File: config.mk
export PLATFORM = sky130hd
export DESIGN_NAME = ssrp_status
export DESIGN_NICKNAME = d
export VERILOG_FILES = /design/src/ssrp_pkg.sv /design/src/ssrp_status.sv
export SDC_FILE = /design/constraint.sdc
export NUM_CORES = 1
export LEC_CHECK = 0
export BUFFER_PORTS_ARGS = -buffer_cell sky130_fd_sc_hd__buf_2
export CORE_ASPECT_RATIO = 0.8
export CORE_MARGIN = 2
export CORE_UTILIZATION = 32
export CTS_CLUSTER_SIZE = 12
export DETAILED_ROUTE_END_ITERATION = 16
export HOLD_SLACK_MARGIN = 0.15
export PLACE_DENSITY = 0.57
export SLEW_MARGIN = 25
export SYNTH_ARGS = -nofsm -noshare
export SYNTH_HDL_FRONTEND = slang
export SYNTH_SLANG_ARGS = --single-unit
export TNS_END_PERCENT = 20
File: constraint.sdc
create_clock -name CLK_SYS -period 14.97 [get_ports CLK_SYS]
set_clock_uncertainty 0.2 [all_clocks]
set_input_delay 2.994 -clock CLK_SYS [delete_from_list [all_inputs] [get_ports CLK_SYS]]
set_output_delay 2.994 -clock CLK_SYS [all_outputs]
set_load 0.02 [all_outputs]
File: src/ssrp_pkg.sv
// Package of constants and types for the status and service request block.
package ssrp_pkg;
  localparam int STB_W = 8;
  localparam int EVT_W = 16;
  localparam int ERR_CODE_W = 16;
  localparam int ERR_DEPTH = 8;
  localparam int ERR_PTR_W = 3;
  localparam int ERR_CNT_W = 4;
  localparam int OBUF_CNT_W = 8;
  localparam int PPOLL_LINE_W = 3;
  localparam logic [ERR_CODE_W-1:0] ERR_NONE_CODE = 16'h0000;
  localparam logic [STB_W-1:0] STB_SRQ_MASK = 8'hbe;
  localparam int STB_ESB_BIT = 5;
  localparam int STB_MAV_BIT = 4;
  localparam int STB_EAV_BIT = 2;
  localparam int STB_QUES_BIT = 3;
  localparam int STB_OPER_BIT = 7;
  localparam int STB_XQUES_BIT = 1;
  localparam int STB_RQS_BIT = 6;
  localparam int ESR_OPC_BIT = 0;
  localparam logic [STB_W-1:0] SRE_RESET = 8'h00;
  localparam logic [STB_W-1:0] ESE_RESET = 8'h00;
  localparam logic [STB_W-1:0] PPE_RESET = 8'h00;
  localparam logic [EVT_W-1:0] EVT_ENA_RESET = 16'h0000;
  localparam logic [EVT_W-1:0] PTR_RESET = 16'hffff;
  localparam logic [EVT_W-1:0] NTR_RESET = 16'h0000;
  localparam int NUM_SREG = 3;
  localparam int SREG_OPER = 0;
  localparam int SREG_QUES = 1;
  localparam int SREG_XQUES = 2;
  typedef enum logic [2:0] {
    SSRP_RD_STB,
    SSRP_RD_ESR,
    SSRP_RD_EVT,
    SSRP_RD_COND,
    SSRP_RD_IST,
    SSRP_RD_ERR
  } ssrp_rd_type;
endpackage

File: src/ssrp_status.sv
// Status byte, event registers, error queue and poll answers of the device.
//
// Functional notes
// - Raise service request when an enabled status byte bit 1,2,3,4,5 or 7 is set.
// - Each such status byte bit summarises a register, error queue or output buffer.
// - Standard event enable bit 0 selects operation complete into the event summary.
// - Service request enable bit 5 maps to the event status summary bit.
// - Device never starts bus activity except asserting service request.
// - Serial poll returns the status byte, same as the status byte query.
// - Parallel poll ANDs enable with status byte including bit 6, ORs, optional invert.
// - Device drives its assigned data line during a parallel poll.
// - Poll line and invert settings are configured first and then retained.
// - Combined parallel poll bit is readable without a parallel poll.
// - Register queries return a number equal to the register bit pattern.
// - Each detected error pushes one entry unless the queue is full; each error query pops one entry, none when empty.
// - Empty error queue query returns code 0, meaning no error.
// - Device clear, reset and system preset leave the status system unchanged.
// - Clear status clears status byte, events and error queue, not enables.
// - Device clear flushes output buffer and aborts command processing and input.
// - First command of a new program message discards pending output.
// - Reset and system preset restore settings but leave status system alone.
// - Reading the standard event register clears it.
// - Reading any event part clears that event part.
`timescale 1ns/100ps
module ssrp_status
  import ssrp_pkg::*;
(
  input wire logic CLK_SYS,
  input wire logic RST,
  input wire logic [STB_W-1:0] ESR_SET,
  input wire logic OP_COMPLETE,
  input wire logic [NUM_SREG*EVT_W-1:0] COND_IN,
  input wire logic OBUF_PUSH,
  input wire logic OBUF_POP,
  input wire logic ERR_PUSH,
  input wire logic [ERR_CODE_W-1:0] ERR_CODE_IN,
  input wire logic SRE_WR,
  input wire logic ESE_WR,
  input wire logic PPE_WR,
  input wire logic [STB_W-1:0] WR_DATA,
  input wire logic [NUM_SREG-1:0] EVT_ENA_WR,
  input wire logic [NUM_SREG-1:0] PTR_WR,
  input wire logic [NUM_SREG-1:0] NTR_WR,
  input wire logic [EVT_W-1:0] EVT_WR_DATA,
  input wire logic RD_REQ,
  input wire ssrp_rd_type RD_SEL,
  input wire logic [1:0] RD_IDX,
  input wire logic CMD_CLS,
  input wire logic CMD_STAT_PRESET,
  input wire logic CMD_RST,
  input wire logic CMD_DCL,
  input wire logic MSG_FIRST_CMD,
  input wire logic PPC_WR,
  input wire logic [PPOLL_LINE_W-1:0] PPC_LINE,
  input wire logic PPC_SENSE,
  input wire logic SPOLL_REQ,
  input wire logic PPOLL_REQ,
  output logic SRQ,
  output logic [EVT_W-1:0] RD_DATA,
  output logic RD_VALID,
  output logic [STB_W-1:0] SPOLL_DATA,
  output logic SPOLL_VALID,
  output logic [STB_W-1:0] PP_DATA_O,
  output logic [STB_W-1:0] PP_DATA_OE,
  output logic SETTINGS_DEFAULT,
  output logic CMD_ABORT,
  output logic IBUF_FLUSH,
  output logic [OBUF_CNT_W-1:0] OBUF_LEVEL,
  output logic [ERR_CNT_W-1:0] ERR_COUNT
);

  logic [STB_W-1:0] sre_q;
  logic [STB_W-1:0] ese_q;
  logic [STB_W-1:0] ppe_q;
  logic [STB_W-1:0] esr_q;
  logic [EVT_W-1:0] evt_q [NUM_SREG];
  logic [EVT_W-1:0] ena_q [NUM_SREG];
  logic [EVT_W-1:0] ptr_q [NUM_SREG];
  logic [EVT_W-1:0] ntr_q [NUM_SREG];
  logic [EVT_W-1:0] cond_q [NUM_SREG];
  logic [NUM_SREG-1:0] summ;
  logic [ERR_CODE_W-1:0] errq_mem [ERR_DEPTH];
  logic [ERR_PTR_W-1:0] err_wr_q;
  logic [ERR_PTR_W-1:0] err_rd_q;
  logic [ERR_CNT_W-1:0] err_cnt_q;
  logic [OBUF_CNT_W-1:0] obuf_q;
  logic [PPOLL_LINE_W-1:0] pp_line_q;
  logic pp_sense_q;
  logic [STB_W-1:0] stb;
  logic ist;
  logic rd_esr;
  logic rd_err;
  logic err_pop;
  logic err_full;
  logic [NUM_SREG-1:0] rd_evt;

  assign rd_esr = RD_REQ && (RD_SEL == SSRP_RD_ESR);
  assign rd_err = RD_REQ && (RD_SEL == SSRP_RD_ERR);
  assign err_pop = rd_err && (err_cnt_q != '0);
  assign err_full = (err_cnt_q == ERR_CNT_W'(ERR_DEPTH));

  // Status byte bits summarise lower registers, the queue and output.
  always_comb begin
    stb = '0;
    stb[STB_XQUES_BIT] = summ[SREG_XQUES];
    stb[STB_EAV_BIT] = (err_cnt_q != '0);
    stb[STB_QUES_BIT] = summ[SREG_QUES];
    stb[STB_MAV_BIT] = (obuf_q != '0);
    stb[STB_ESB_BIT] = |(esr_q & ese_q);
    stb[STB_OPER_BIT] = summ[SREG_OPER];
    stb[STB_RQS_BIT] = |(stb & sre_q & STB_SRQ_MASK);
  end

  // Parallel poll bit includes bit 6 of the status byte.
  assign ist = |(ppe_q & stb);

  // The service request line is the only thing this block raises alone.
  assign SRQ = stb[STB_RQS_BIT];

  // Enable registers survive clear status, device clear and reset.
  always_ff @(posedge CLK_SYS or posedge RST) begin
    if (RST) begin
      sre_q <= SRE_RESET;
      ese_q <= ESE_RESET;
      ppe_q <= PPE_RESET;
    end else begin
      if (SRE_WR) begin
        sre_q <= WR_DATA;
      end
      if (ESE_WR) begin
        ese_q <= WR_DATA;
      end
      if (PPE_WR) begin
        ppe_q <= WR_DATA;
      end
    end
  end

  // Standard events; a new event wins over a clearing read.
  always_ff @(posedge CLK_SYS or posedge RST) begin
    if (RST) begin
      esr_q <= '0;
    end else begin
      if (rd_esr || CMD_CLS) begin
        esr_q <= ESR_SET;
      end else begin
        esr_q <= esr_q | ESR_SET;
      end
      if (OP_COMPLETE) begin
        esr_q[ESR_OPC_BIT] <= 1'b1;
      end
    end
  end

  // One set of condition, transition, event and enable parts per register.
  genvar g;
  generate
    for (g = 0; g < NUM_SREG; g++) begin : g_sreg
      logic [EVT_W-1:0] cond_now;
      logic [EVT_W-1:0] edges;
      assign cond_now = COND_IN[g*EVT_W +: EVT_W];
      assign edges = (cond_now & ~cond_q[g] & ptr_q[g]) |
                     (~cond_now & cond_q[g] & ntr_q[g]);
      assign summ[g] = |(evt_q[g] & ena_q[g]);
      assign rd_evt[g] = RD_REQ && (RD_SEL == SSRP_RD_EVT) &&
                         (RD_IDX == 2'(g));
      always_ff @(posedge CLK_SYS or posedge RST) begin
        if (RST) begin
          cond_q[g] <= '0;
          evt_q[g] <= '0;
        end else begin
          cond_q[g] <= cond_now;
          if (rd_evt[g] || CMD_CLS) begin
            evt_q[g] <= edges;
          end else begin
            evt_q[g] <= evt_q[g] | edges;
          end
        end
      end
      // Status preset touches only enables and transition filters.
      always_ff @(posedge CLK_SYS or posedge RST) begin
        if (RST) begin
          ena_q[g] <= EVT_ENA_RESET;
          ptr_q[g] <= PTR_RESET;
          ntr_q[g] <= NTR_RESET;
        end else if (CMD_STAT_PRESET) begin
          ena_q[g] <= EVT_ENA_RESET;
          ptr_q[g] <= PTR_RESET;
          ntr_q[g] <= NTR_RESET;
        end else begin
          if (EVT_ENA_WR[g]) begin
            ena_q[g] <= EVT_WR_DATA;
          end
          if (PTR_WR[g]) begin
            ptr_q[g] <= EVT_WR_DATA;
          end
          if (NTR_WR[g]) begin
            ntr_q[g] <= EVT_WR_DATA;
          end
        end
      end
    end
  endgenerate

  // Error queue; when full the newest error is dropped to keep older causes.
  always_ff @(posedge CLK_SYS) begin
    if (ERR_PUSH && !err_full && !CMD_CLS) begin
      errq_mem[err_wr_q] <= ERR_CODE_IN;
    end
  end

  always_ff @(posedge CLK_SYS or posedge RST) begin
    if (RST) begin
      err_wr_q <= '0;
      err_rd_q <= '0;
      err_cnt_q <= '0;
    end else if (CMD_CLS) begin
      err_wr_q <= '0;
      err_rd_q <= '0;
      err_cnt_q <= '0;
    end else begin
      if (ERR_PUSH && !err_full) begin
        err_wr_q <= err_wr_q + 1'b1;
      end
      if (err_pop) begin
        err_rd_q <= err_rd_q + 1'b1;
      end
      if ((ERR_PUSH && !err_full) && !err_pop) begin
        err_cnt_q <= err_cnt_q + 1'b1;
      end else if (!(ERR_PUSH && !err_full) && err_pop) begin
        err_cnt_q <= err_cnt_q - 1'b1;
      end
    end
  end

  // Output buffer level; flushed by device clear and new messages.
  always_ff @(posedge CLK_SYS or posedge RST) begin
    if (RST) begin
      obuf_q <= '0;
    end else if (CMD_DCL || MSG_FIRST_CMD) begin
      obuf_q <= '0;
    end else if (OBUF_PUSH && !OBUF_POP && obuf_q != '1) begin
      obuf_q <= obuf_q + 1'b1;
    end else if (OBUF_POP && !OBUF_PUSH && obuf_q != '0) begin
      obuf_q <= obuf_q - 1'b1;
    end
  end

  // Abort pulses go out one cycle after device clear; settings only on reset.
  always_ff @(posedge CLK_SYS or posedge RST) begin
    if (RST) begin
      CMD_ABORT <= 1'b0;
      IBUF_FLUSH <= 1'b0;
      SETTINGS_DEFAULT <= 1'b0;
    end else begin
      CMD_ABORT <= CMD_DCL;
      IBUF_FLUSH <= CMD_DCL;
      SETTINGS_DEFAULT <= CMD_RST;
    end
  end

  // Query answers come one cycle after the request.
  always_ff @(posedge CLK_SYS or posedge RST) begin
    if (RST) begin
      RD_DATA <= '0;
      RD_VALID <= 1'b0;
    end else begin
      RD_VALID <= RD_REQ;
      if (RD_REQ) begin
        unique case (RD_SEL)
          SSRP_RD_STB: RD_DATA <= EVT_W'(stb);
          SSRP_RD_ESR: RD_DATA <= EVT_W'(esr_q);
          SSRP_RD_EVT: RD_DATA <= (RD_IDX < 2'(NUM_SREG)) ?
                                  evt_q[RD_IDX] : '0;
          SSRP_RD_COND: RD_DATA <= (RD_IDX < 2'(NUM_SREG)) ?
                                   cond_q[RD_IDX] : '0;
          SSRP_RD_IST: RD_DATA <= EVT_W'(ist);
          SSRP_RD_ERR: RD_DATA <= err_pop ? errq_mem[err_rd_q] :
                                  ERR_NONE_CODE;
          default: RD_DATA <= '0;
        endcase
      end
    end
  end

  // Serial poll answer matches the status byte query.
  always_ff @(posedge CLK_SYS or posedge RST) begin
    if (RST) begin
      SPOLL_DATA <= '0;
      SPOLL_VALID <= 1'b0;
    end else begin
      SPOLL_VALID <= SPOLL_REQ;
      if (SPOLL_REQ) begin
        SPOLL_DATA <= stb;
      end
    end
  end

  // Line and sense are kept until reconfigured.
  always_ff @(posedge CLK_SYS or posedge RST) begin
    if (RST) begin
      pp_line_q <= '0;
      pp_sense_q <= 1'b0;
    end else if (PPC_WR) begin
      pp_line_q <= PPC_LINE;
      pp_sense_q <= PPC_SENSE;
    end
  end

  // Drive only the assigned line, and only while the poll lasts.
  always_ff @(posedge CLK_SYS or posedge RST) begin
    if (RST) begin
      PP_DATA_O <= '0;
      PP_DATA_OE <= '0;
    end else begin
      PP_DATA_O <= '0;
      PP_DATA_OE <= '0;
      if (PPOLL_REQ) begin
        PP_DATA_O[pp_line_q] <= ist ^ pp_sense_q;
        PP_DATA_OE[pp_line_q] <= 1'b1;
      end
    end
  end

  assign OBUF_LEVEL = obuf_q;
  assign ERR_COUNT = err_cnt_q;

endmodule

## Yosys cells after proc, flatten, opt, wreduce, memory -nomap -nowiden

Memory sizes are Yosys's and may differ from the RTL's.
Index checks and enable logic that the tools add are counted.

- Add/sub/neg operators: 6
- Order comparisons: 4
- Equality and inequality tests: 9
- Muxes and demuxes: 49
- Bitwise logic cells: 34
- Reduce and logical (&&, ||, !) cells: 50

Operator list:

| cell | number |
|---|---|
| $mux W16 | 28 |
| $and A16 B16 Y16 | 15 |
| $not A16 Y16 | 6 |
| $or A16 B16 Y16 | 6 |
| $pmux W16 S6 | 1 |
| $bmux W16 S2 | 2 |
| $mux W8 | 6 |
| $reduce_or A16 Y1 | 3 |
| $and A8 B8 Y8 | 4 |
| $reduce_bool A2 Y1 | 11 |
| $logic_and A1 B1 Y1 | 16 |
| $reduce_or A8 Y1 | 2 |
| $mux W3 | 4 |
| $mux W4 | 3 |
| $add A8 B1 Y8 const B | 1 |
| $ne A8 B8 Y1 const B | 1 |
| $or A8 B8 Y8 | 1 |
| $reduce_bool A8 Y1 | 1 |
| $sub A8 B1 Y8 const B | 1 |
| $add A3 B1 Y3 const B | 2 |
| $eq A3 B2 Y1 const B | 2 |
| $eq A3 B3 Y1 const B | 2 |
| $logic_not A1 Y1 | 6 |
| $reduce_bool A3 Y1 | 2 |
| 19 further kinds | 26 |

- Register bits: 337
- RAM bits: 128
- Input bits: 132
- Output and inout bits: 58
- Memories: 1

Memories:

| name | words | bits a word | rd ports | clocked after memory_dff | wr ports | RTL line | source |
|---|---|---|---|---|---|---|---|
| errq_mem | 8 | 16 | 1 | 0 | 1 | ssrp_status.sv:82 | `logic [ERR_CODE_W-1:0] errq_mem [ERR_DEPTH];` |

## Longest topological paths before layout

Gate-level depths: netlist (run 1).

- Depth after elaboration: 9
- Mapped depth: 12
- Depth with buffers taken out: 11

## Worst setup path after synthesis (run 1)

Ideal clock, no wire load.

- Path kind: in2reg
- From: input port OBUF_PUSH
- To: register obuf_q[7] (netlist: OBUF_LEVEL[7])
- Library setup time: 83 ps
- Arrival time: 5065 ps
- Data required time: 14687 ps
- Setup slack: 9622 ps
- Stages on the path: 10
- Buffers on the path: 0
- Path through: nor2b_1 -> o21ai_0 -> ha_1 -> a21o_1 -> a211oi_1 -> nor2_1 -> o41ai_1 -> mux2i_1 -> mux2i_1 -> o21ai_0

- Longest elaborated chain between the ends: 4
- Elaborated cells between the ends (all ways): 8
- Those cells by class: 2 x mux; 6 x reduce/logical

Ends and longest elaborated chain:

| item | RTL line | source |
|---|---|---|
| from (decl) | ssrp_status.sv:33 | `input wire logic OBUF_PUSH,` |
| $logic_and A1 B1 Y1 or $logic_not A1 Y1 (tied branches) | ssrp_status.sv:242, ssrp_status.sv:244 |  |
| $logic_and A1 B1 Y1 (on tied branches) | ssrp_status.sv:242, ssrp_status.sv:244 |  |
| $mux W8 or $logic_and A1 B1 Y1 (tied branches) | ssrp_status.sv:242, ssrp_status.sv:244 |  |
| $mux W8 or $reduce_bool A3 Y1 (tied branches) | - |  |
| to (signal assigned) | ssrp_status.sv:243 | `obuf_q <= obuf_q + 1'b1;` |
| to (signal assigned) | ssrp_status.sv:245 | `obuf_q <= obuf_q - 1'b1;` |
| to (decl) | ssrp_status.sv:86 | `logic [OBUF_CNT_W-1:0] obuf_q;` |

Parallel ways exist; a longest one is shown, timed or not.
A chain may end at the register's enable or synchronous reset.

## Worst setup path in the final report (run 1)

- From: register evt_q[7] (netlist bit)
- To: output port SRQ

- Longest elaborated chain between the ends: 4

Ends and longest elaborated chain:

| item | RTL line | source |
|---|---|---|
| from (decl) | ssrp_status.sv:76 | `logic [EVT_W-1:0] evt_q [NUM_SREG];` |
| from (signal, indexed assignment) | ssrp_status.sv:174 | `evt_q[g] <= edges;` |
| from (signal, indexed assignment) | ssrp_status.sv:176 | `evt_q[g] <= evt_q[g] \| edges;` |
| $and A16 B16 Y16 | ssrp_status.sv:164 | `assign summ[g] = \|(evt_q[g] & ena_q[g]);` |
| $reduce_or A16 Y1 | ssrp_status.sv:164 |  |
| $and A8 B8 Y8 | ssrp_status.sv:111 | `stb[STB_RQS_BIT] = \|(stb & sre_q & STB_SRQ_MASK);` |
| $reduce_or A6 Y1 | ssrp_status.sv:111 |  |
| to (decl) | ssrp_status.sv:58 | `output logic SRQ,` |

No other way between the ends.

==> results.txt, run 1 <==
Vias per cell -> 5.134
Maximum fanout along the worst path -> 4
Main flop type after synthesis -> dfrtp_1
Wirelength per Cell -> 22.40 µm
TritonCTS clock tree -> built
Final Hold Viols -> 0
Slew Limit Fails -> 0
Post-Syn Instances -> 1516
R2r startpoint -> OBUF_LEVEL[6]$_DFFE_PP0P_
Ports -> 190
FF-to-FF path depth -> 10
M3 GR Usage -> 6.334%
Status -> complete, no violations
Initial Utilization -> 32.24%
Fmax -> 165.1 MHz
Crit-path cells -> a22o_1, a221oi_1, nand4_1, a21boi_2, nand2_2, buf_2
Hold buffers post-CTS -> 0
Vias in the first global route -> 12.69k
Leakage -> 9.571 nW
Dpl cell area -> 21310 µm²
Fin crit period -> 6058 ps
GP Congestion -> 0.8282
Clk slew on worst S/H paths -> 60 ps
R2R Setup Slk -> 11290 ps
H-tree depth -> 2
Core area -> 60810 µm²
Detailed Route WL -> 55990 µm
Worst hold path class -> flip-flop to flip-flop
Total global routing overflow -> 0
Finished Cell Area -> 22900 µm²
Buffers on Ports -> 188
Row cnt -> 81
RSZ-0062 raised after global routing -> false
Critical path launch point type -> flip-flop
Req. time, crit path -> 11780 ps
Die width -> 280.7 µm
Fraction of layout cells with a size suffix above 1 -> 23.70%
Seq/Total Area, Yosys -> 62.54%
Period utilisation layout -> 40.47%
Yosys warning count -> 0
WHS Path Cells -> 1
Post-synth top area cell -> dfrtp_1
Initial antenna violation count -> 14
Most common cell in the synthesized netlist -> dfrtp_1
Critical Path AT -> 2860 ps
Sink Count -> 462
Critical Path Source -> evt_q[7]$_DFF_PP0_
Worst rel slew slack -> 32.11%
TritonRoute pass-1 iters -> 7
Worst VDD drop -> 0.09221 mV
Worst path max stage delay -> 530 ps
Crit path capture type -> output pin
Synth cell count leaders -> dfrtp_1 (286), nor2_1 (163), mux2i_1 (141)
PostCTS Resize Cnt -> 0
Count of different cell masters after synthesis -> 61
Kind of critical path -> flip-flop to output pin
CTS Buf Count -> 48
Top post-synthesis cells by area -> dfrtp_1 (37%), edfxtp_1 (20%), mux2i_1 (7.2%)
Syn Area/Cell -> 12.93 µm²
Area Overhead vs Synth -> 16.80%
Setup TNS -> 0 ps
Grt met1 use -> 24.83%
Die area -> 63270 µm²
Met2 Track Usage GR -> 26.08%
Maximum clock path buffer count -> 3
Final WS setup -> 8912 ps
Power Density -> 132.0 nW/µm²
Post-synth EDFFs -> 128
Pwr Total -> 0.003023 W
First-pass GRT wire length -> 83170 µm
Max-Cap Viols -> 0
CP endpoint -> SRQ
Slowest-stage cell, CP -> nand4_1
Post-DP HPWL -> 38390 µm
DRT iter0 DRCs -> 1049
Share of the synthesized area in the top cell type -> 36.51%
Synth Cell Area -> 19610 µm²
Drt drc -> 0
Place WS -> 9111 ps
Layer with the highest usage -> met2
Die Y-Extent -> 225.4 µm
Final setup viols -> 0
Worst-Skew Late Latency -> 610 ps
Worst r2r dst -> OBUF_LEVEL[7]$_DFFE_PP0P_
Nets -> 1813
Routed vias -> 12.83k
Largest net degree at the start of global routing -> 175
All-Layer GR Usage -> 17.60%
Least-Margin Pin Slew -> 1008 ps
Synth Register Bits -> 462
Async set or reset register ratio after synthesis -> 72.29%
Root Buffer -> clkbuf_16
Post-CTS setup buffer count -> 0
Syn nets -> 1660
DRT antenna net count -> 0
-- layer usage --
layer	vias to the layer above	part of all wire (%)
met5	-	0.14
met1	6566	45
met2	364	44
met4	14	1.2
met3	63	9.0
li1	5823	-
-- kinds of logic (layout without fill, tap and decap cells) --
kind of cell    Yosys count  in the layout  share of synthesized area [%]
xor+xnor                 13             13                         0.5808
other cells               1              7                        0.01913
compound gates          267            267                          9.790
buf+inv                 114            303                          2.463
fa+ha+maj                12             12                         0.8424
flops                   462            462                          62.54
simple gates            431            431                          10.40
mux                     216            216                          13.36
-- worst min-delay path by stage --
stage | start | to | slack [ps]
floorplan | evt_q[23]$_DFF_PP0_ | evt_q[23]$_DFF_PP0_ | 270
global placement | ppe_q[1]$_DFFE_PP0P_ | ppe_q[1]$_DFFE_PP0P_ | 290
detailed placement | SPOLL_DATA[5]$_DFFE_PP0P_ | SPOLL_DATA[5]$_DFFE_PP0P_ | 300
CTS | cond_q[32]$_DFF_PP0_ | evt_q[32]$_DFF_PP0_ | 300
global route | ppe_q[7]$_DFFE_PP0P_ | ppe_q[7]$_DFFE_PP0P_ | 320
finish | cond_q[32]$_DFF_PP0_ | evt_q[32]$_DFF_PP0_ | 300
-- worst max-delay path: cells and delay by family, from the launching register on --
family | cells | cell delay [ps]
flops | 1 | 430
simple gates | 2 | 670
compound gates | 3 | 1000
buf+inv | 1 | 190
-- metrics by stage --
stage          utilization [%]  hold slack [ps]  cells
6_report                 37.66            296.5   2499
5_1_grt                  37.64            316.6   2495
4_1_cts                  37.58            304.2   2492
3_5_place_dp             35.04            295.1   2406
3_3_place_gp             34.94            290.8   2404
2_1_floorplan                -            272.1   1516
-- power breakdown --
part / internal [W] / total (W) / switching, W / leakage [nW]
sequential: 0.00139 / 0.00146 / 0.0000711 / 5.26
clock: 0.000674 / 0.00118 / 0.000510 / 0.731
combinational: 0.000149 / 0.000381 / 0.000232 / 3.58
-- area by class of cell --
cell class                 count  area [µm²]
clock inverter                10       193.9
tap                          788       985.9
multi-input combinational    940        6942
antenna                        6       15.01
sequential                   462       12260
timing repair buffer         198        1074
inverter                      19       78.83
fill                        5829       37910
clock buffer                  76        1346
-- placed cells by master (no fill, tap or decap), drive strengths merged, types with 3 or more instances in the layout --
cell type,synthesis,routed
mux2i,141,141
xnor2,7,7
nand3,4,4
edfxtp,128,128
nor2,163,163
nand2,131,131
ha,10,10
o211ai,36,36
buf,37,198
nand4,6,6
inv,19,20
a221oi,16,16
a21boi,4,4
dfrtp,286,286
xor2,6,6
a211o,49,49
nor2b,53,53
nor4,3,3
o22ai,42,42
o31ai,5,5
a22o,12,12
a21oi,55,55
a22oi,7,7
bufinv,0,3
or3,9,9
nand2b,10,10
clkbuf,58,76
mux4,32,32
nor3,11,11
clkinv,0,5
mux2,43,43
dfstp,48,48
diode,0,6
o21ai,6,6
a21o,23,23
nand3b,36,36
-- state kept, by name, indices dropped and copies added, names as in the netlist, 3 cells and up --
register / count
esr_q: 8
ppe_q: 7
ena_q: 48
PP_DATA_OE: 8
SPOLL_DATA: 7
err_wr_q: 3
ese_q: 8
ptr_q: 48
cond_q: 48
ERR_COUNT: 4
ntr_q: 48
err_rd_q: 3
sre_q: 6
errq_mem: 128
pp_line_q: 3
RD_DATA: 16
PP_DATA_O: 8
OBUF_LEVEL: 8
evt_q: 48
Power figures use the tool's default switching activity.
==> inputs of run 2 (changes only) <==
- ABC_AREA: default -> 1
- clock period: 14.97 -> 6.19 ns (I/O delays scaled with it)
==> run 2 against run 1 <==
Die area down 2.6%. Largest power group unchanged. Worst setup slack got worse by 6700 ps. Clock power increased by 140%. Routed wire length is 5.7% higher. Clock-buffer cell count increased by 9. Global-route usage is 1.5 points higher. Critical path type unchanged. Final area fell by 2.2%. Via count up 16%. Largest cell class unchanged.
==> results.txt, run 2 <==
Status -> complete, no violations
Worst hold path class -> flip-flop to flip-flop
All-Layer GR Usage -> 19.10% (+1.5 points)
Routed vias -> 14.85k (+16%)
Post-synth EDFFs -> 128 (unchanged)
Vias in the first global route -> 14.65k (+15%)
DRT antenna net count -> 0 (unchanged)
Max reg flops -> 128 (unchanged)
Detailed Route WL -> 59190 µm (+5.7%)
TritonCTS clock tree -> built
Fin crit period -> 3967 ps
Vias per cell -> 5.138 (about the same)
Final std cells w/o fill -> 2891 (+16%)
PostCTS Resize Cnt -> 0 (unchanged)
Worst path max stage delay -> 420 ps (-110 ps)
Hold buffers post-CTS -> 0 (unchanged)
Clk slew on worst S/H paths -> 60 ps (about the same)
Synth cell count leaders -> nand2_1 (503), dfrtp_1 (286), o21ai_0 (249)
Req. time, crit path -> 4750 ps (-7030 ps)
Commonest non-fill, non-tap cell in the layout -> nand2_1
Drt drc -> 0 (unchanged)
Buffers on Ports -> 188 (unchanged)
RSZ-0062 raised after global routing -> false
Slew Limit Fails -> 0 (unchanged)
GP Congestion -> 0.8541 (+3.1%)
Largest net degree at the start of global routing -> 115 (-34%)
Maximum fanout along the worst path -> 3 (-1)
Count of different cell masters after synthesis -> 48 (-21%)
Worst VDD drop -> 0.2062 mV (+120%)
Post-Syn Instances -> 1892 (+25%)
CP dominant cell by count -> nand2_1
Critical Path AT -> 2530 ps (-330 ps)
Die Y-Extent -> 222.4 µm (-1.3%)
Final setup viols -> 0 (unchanged)
Kind of critical path -> flip-flop to output pin
Slowest-stage cell, CP -> dfrtp_1
Worst rel slew slack -> 30.44% (-1.7 points)
Fraction of layout cells with a size suffix above 1 -> 17.39% (-6.3 points)
TritonRoute pass-1 iters -> 5 (-2)
Seq/Total Area, Yosys -> 64.27% (+1.7 points)
Synth Register Bits -> 462 (unchanged)
Largest delay share family, worst path -> simple AND/OR/NAND/NOR gates
Worst-Skew Late Latency -> 580 ps (-30 ps)
Leading cell types in the layout, fill and taps excluded -> nand2_1 (503), dfrtp_1 (286), o21ai_0 (249)
Initial Utilization -> 32.20% (-0.045 points)
Share of the synthesized area in the top cell type -> 37.51% (+1.0 points)
Synth Cell Area -> 19080 µm² (-2.7%)
Die width -> 277.0 µm (-1.3%)
Wirelength per Cell -> 20.47 µm (-8.6%)
Nets -> 2216 (+22%)
Maximum clock path buffer count -> 3 (unchanged)
Final Hold Viols -> 0 (unchanged)
Largest Register -> errq_mem
Setup TNS -> 0 ps (unchanged)
Critical path launch point type -> flip-flop
Leakage -> 9.635 nW (+0.67%)
Yosys warning count -> 0 (unchanged)
Async set or reset register ratio after synthesis -> 72.29% (unchanged)
Total global routing overflow -> 0 (unchanged)
DRT iter0 DRCs -> 1402 (+34%)
Post-synth top area cell -> dfrtp_1
Die area -> 61600 µm² (-2.6%)
Syn nets -> 2036 (+23%)
Sink Count -> 462 (unchanged)
Most common cell in the synthesized netlist -> nand2_1
CTS Buf Count -> 47 (-2.1%)
Ports -> 190 (unchanged)
Post-DP HPWL -> 40720 µm (+6.1%)
Fmax -> 252.1 MHz
Crit-path cells -> nand2_1, nand2_1, nor2_1, nand2_1, nor2_1, nor2_1, nor2_2, nand2_1, buf_2
Max-Cap Viols -> 0 (unchanged)
Power Density -> 320.8 nW/µm² (+140%)
Row cnt -> 80 (-1.2%)
Main flop type after synthesis -> dfrtp_1
Post-CTS setup buffer count -> 0 (unchanged)
Syn Area/Cell -> 10.08 µm² (-22%)
Least-Margin Pin Slew -> 1037 ps (+29.39 ps)
Core area -> 59260 µm² (-2.6%)
H-tree depth -> 2 (unchanged)
Area Overhead vs Synth -> 17.37%
Root Buffer -> clkbuf_16
Top post-synthesis cells by area -> dfrtp_1 (38%), edfxtp_1 (20%), nand2_1 (9.9%)
Period utilisation layout -> 64.09%
Crit path capture type -> output pin
Cell count after placement -> 2802 (+16%)
Initial antenna violation count -> 7 (-7)
Worst Path Buf+Inv -> 1 (unchanged)
First-pass GRT wire length -> 89980 µm (+8.2%)
## run 2: cell count changes after synthesis, sizes merged, moves of 48 or more
cell,before,now
o221ai,1,52
a211o,49,1
nand3,4,109
nand2,131,509
mux2i,141,0
nor2b,53,0
inv,19,95
o21ai,6,254
## run 2: kinds of logic (layout without fill, tap and decap cells)
| group | count (synthesis) | count (layout) | synth area share (%) |
|---|---|---|---|
| mux | 16 | 16 | 0.9444 |
| flops | 462 | 462 | 64.27 |
| buf+inv | 172 | 390 | 3.686 |
| compound gates | 403 | 403 | 12.62 |
| other cells | 1 | 3 | 0.01966 |
| simple gates | 819 | 819 | 17.27 |
| fa+ha+maj | 12 | 12 | 0.8657 |
| xor+xnor | 7 | 7 | 0.3214 |
## run 2: report_power, final
part | internal, W | switching, W
Clock | 0.00163 | 0.00118
Sequential | 0.00337 | 0.000144
Combinational | 0.000271 | 0.000594
## run 2: layout make-up
type	instances	area (µm²)
Timing Repair Buffer	205	1094
Multi-Input combinational cell	1258	6183
Fill cell	5956	36870
Clock buffer	85	1465
Sequential cell	462	12260
Tap cell	779	974.7
Clock inverter	2	35.03
Antenna cell	2	5.005
Inverter	98	372.9
## run 2: per-layer routing
metal / global-route usage (%) / vias up / share of wire, %
li1: - / 6814 / -
met3: 5.405 / 83 / 9.5
met1: 27.44 / 7380 / 45
met2: 28.56 / 567 / 44
met4: 4.383 / 10 / 1.6
met5: 0 / - / 0.10
## run 2: through the flow
stage | hold slack [ps] | total power (W) | instance area (µm²) | setup slack, ps | util (%)
after floorplan | 252.9 | 0.004058 | 19080 | 328.6 | -
after global placement | 259.3 | 0.004402 | 20860 | 2374 | 35.20
after detailed placement | 265.6 | 0.004426 | 20860 | 2339 | 35.20
after CTS | 281.5 | 0.007245 | 22360 | 2246 | 37.73
after global routing | 302.4 | 0.007487 | 22390 | 2141 | 37.78
final | 281.3 | 0.007184 | 22390 | 2223 | 37.79
## run 2: final timing paths
| check | from | endpoint | cells after the start | slack, ps |
|---|---|---|---|---|
| worst max-delay path | evt_q[7]$_DFF_PP0_ | SRQ | 9 | 2220 |
| worst min-delay path | SPOLL_DATA[2]$_DFFE_PP0P_ | SPOLL_DATA[2]$_DFFE_PP0P_ | 2 | 280 |
| worst max register to register | err_rd_q[0]$_DFFE_PP0P_ | RD_DATA[6]$_DFFE_PP0P_ | 11 | 3020 |
| worst min register to register | SPOLL_DATA[2]$_DFFE_PP0P_ | SPOLL_DATA[2]$_DFFE_PP0P_ | 2 | 280 |
| max in group asynchronous | RST | ntr_q[37]$_DFFE_PP0P_ | 3 | 4280 |
| min in group asynchronous | RST | cond_q[29]$_DFF_PP0_ | 2 | 390 |
## run 2: worst reg2reg max path, stage by stage (launching register included)
cell and delay (ps):
dfrtp_1 360, buf_4 310, inv_1 860, buf_4 500, nor2_1 90, o21ai_0 160
nand2_1 100, a21oi_1 170, nand2_1 120, nand4_1 110, nand2_1 70, nand2_1 60
==> inputs of run 3 (changes only) <==
- ABC_AREA: 1 -> 0
- PLACE_DENSITY: 0.57 -> 0.59
- clock period: 6.19 -> 3.6 ns (I/O delays scaled with it)
==> run 3 against run 2 <==
Clock-buffer cell count shrank 7. Largest cell class unchanged. Combinational power grew 96%. Highest routed layer unchanged. First-iteration DRC count shrank 13%. Critical path type unchanged.
==> results.txt, run 3 (same netlist as run 1, synthesis figures left out) <==
TritonRoute pass-1 iters -> 7 (+2)
Maximum fanout along the worst path -> 6 (+3)
Drt drc -> 0 (unchanged)
DRT antenna net count -> 0 (unchanged)
Worst hold path class -> primary input to flip-flop
CTS Buf Count -> 48 (+2.1%)
Filler cells -> 5802 (-2.6%)
Hold_sp -> ERR_CODE_IN[15]
Crit-path cells -> nor3_1, nand2b_1, a222oi_1, a21boi_2, nand2_2, buf_2
Maximum clock path buffer count -> 3 (unchanged)
Final Hold Viols -> 0 (unchanged)
Total global routing overflow -> 0 (unchanged)
Period utilisation layout -> 95.53%
Max reg flops -> 128 (unchanged)
TritonCTS clock tree -> built
Finished Cell Area -> 23890 µm² (+6.7%)
Status -> complete, no violations
Slew Limit Fails -> 0 (unchanged)
Crit path capture type -> output pin
DRT iter0 DRCs -> 1217 (-13%)
Setup TNS -> 0 ps (unchanged)
RSZ-0062 raised after global routing -> false
Critical Path Source -> ERR_COUNT[0]$_DFFE_PP0P_
Place WS -> 447.7 ps (-1891 ps)
Dpl cell area -> 21570 µm² (+3.4%)
Detailed Route WL -> 56620 µm (-4.3%)
Row cnt -> 81 (+1.3%)
GP Congestion -> 0.8343 (-2.3%)
Core area -> 60810 µm² (+2.6%)
Req. time, crit path -> 2680 ps (-2070 ps)
First-pass GRT wire length -> 85470 µm (-5.0%)
Final std cells w/o fill -> 2611 (-9.7%)
Die width -> 280.7 µm (+1.4%)
Fmax -> 290.8 MHz
Largest net degree at the start of global routing -> 100 (-13%)
Leakage -> 10.07 nW (+4.5%)
Slowest-stage cell, CP -> dfrtp_1
Critical path launch point type -> flip-flop
Sink Count -> 462 (unchanged)
Largest delay share family, worst path -> simple AND/OR/NAND/NOR gates
Nets -> 1925 (-13%)
Vias per cell -> 5.110 (-0.55%)
Leading cell types in the layout, fill and taps excluded -> dfrtp_1 (285), buf_2 (187), nor2_1 (163)
H-tree depth -> 2 (unchanged)
R2r startpoint -> OBUF_LEVEL[7]$_DFFE_PP0P_
Max-Cap Viols -> 0 (unchanged)
Final WS setup -> 160.8 ps (-2062 ps)
Cell count after placement -> 2438 (-13%)
Fin util -> 39.29% (+1.5 points)
Initial antenna violation count -> 5 (-2)
Largest Register -> errq_mem
All-Layer GR Usage -> 17.95% (-1.2 points)
Worst rel slew slack -> 41.65% (+11 points)
Worst-Skew Late Latency -> 630 ps (+50 ps)
Fin crit period -> 3439 ps
Routed vias -> 13.34k (-10%)
Ports -> 190 (unchanged)
Worst VDD drop -> 0.3521 mV (+71%)
Power Density -> 525.7 nW/µm² (+64%)
Commonest non-fill, non-tap cell in the layout -> dfrtp_1
Least-Margin Pin Slew -> 875.2 ps (-161.9 ps)
Fraction of layout cells with a size suffix above 1 -> 23.69% (+6.3 points)
Wirelength per Cell -> 21.69 µm (+5.9%)
Final setup viols -> 0 (unchanged)
Kind of critical path -> flip-flop to output pin
Initial Utilization -> 32.24% (+0.045 points)
Clk slew on worst S/H paths -> 60 ps (about the same)
Critical Path AT -> 2520 ps (about the same)
Root Buffer -> clkbuf_16
Buffers on Ports -> 188 (unchanged)
Die area -> 63270 µm² (+2.7%)
Die Y-Extent -> 225.4 µm (+1.3%)
Area Overhead vs Synth -> 21.88%
Vias in the first global route -> 13.39k (-8.6%)
Worst Path Buf+Inv -> 1 (unchanged)
Post-DP HPWL -> 39450 µm (-3.1%)
Worst path max stage delay -> 470 ps (+50 ps)
[run 3: cell count changes in the layout (fill, tap and decap cells not counted), moves of 48 or more]
cell and delta:
nand2_1 -373, o21ai_0 -243, mux2i_1 +141, nand3_1 -100, dlygate4sd3_1 +80, inv_1 -72
nor2b_1 +52, o221ai_1 -51, a211o_1 +48
[run 3: what timing repair did]
action | CTS | global route
gates cloned | 0 | 0
resized for setup | 0 | 0
endpoints found under the setup margin | 1 | 1
endpoints found under the hold margin | 175 | 0
hold buffers | 80 | 0
pin swaps | 1 | 1
buffers inserted | 0 | 1
[run 3: area by class of cell]
class	instances	area [µm²]	share of cell area [%]
Timing Repair Buffer	310	2185	9.143
Antenna cell	4	10.01	0.04189
Inverter	19	75.07	0.3142
Tap cell	788	985.9	4.126
Clock inverter	10	118.9	0.4975
Multi-Input combinational cell	940	6873	28.76
Clock buffer	78	1384	5.791
Sequential cell	462	12260	51.32
[run 3: layer usage]
layer	track usage (%)	part of all wire, %	up-vias
met1	26.28	47	6822
met3	4.779	7.5	60
met2	26.59	44	422
met4	3.812	1.5	6
li1	-	-	6032
met5	0	0.072	-
[run 3: path summary, 6_finish.rpt]
check / depth (start not counted) / to / slack, ps
max reg2reg: 10 / OBUF_LEVEL[7]$_DFFE_PP0P_ / 650
min: 1 / errq_mem[2][15]$_DFFE_PP_ / 180
min reg2reg: 1 / SPOLL_DATA[5]$_DFFE_PP0P_ / 300
max: 6 / SRQ / 160
min in group asynchronous: 3 / ena_q[40]$_DFFE_PP0P_ / 490
max in group asynchronous: 5 / ptr_q[16]$_DFFE_PP1P_ / 1770
[run 3: where the power goes]
part | switching (W) | internal, W | leakage (nW)
combinational | 0.000986 | 0.000712 | 4.09
sequential | 0.000293 | 0.00576 | 5.26
clock | 0.00216 | 0.00265 | 0.719
total | 0.00344 | 0.00913 | 10.1
[run 3: per-stage QoR]
stage	power, W	hold slack (ps)
2_1_floorplan	0.007087	272.1
5_1_grt	0.01310	167.1
3_3_place_gp	0.007727	286.2
4_1_cts	0.01268	151.0
3_5_place_dp	0.007763	294.7
6_report	0.01256	179.2
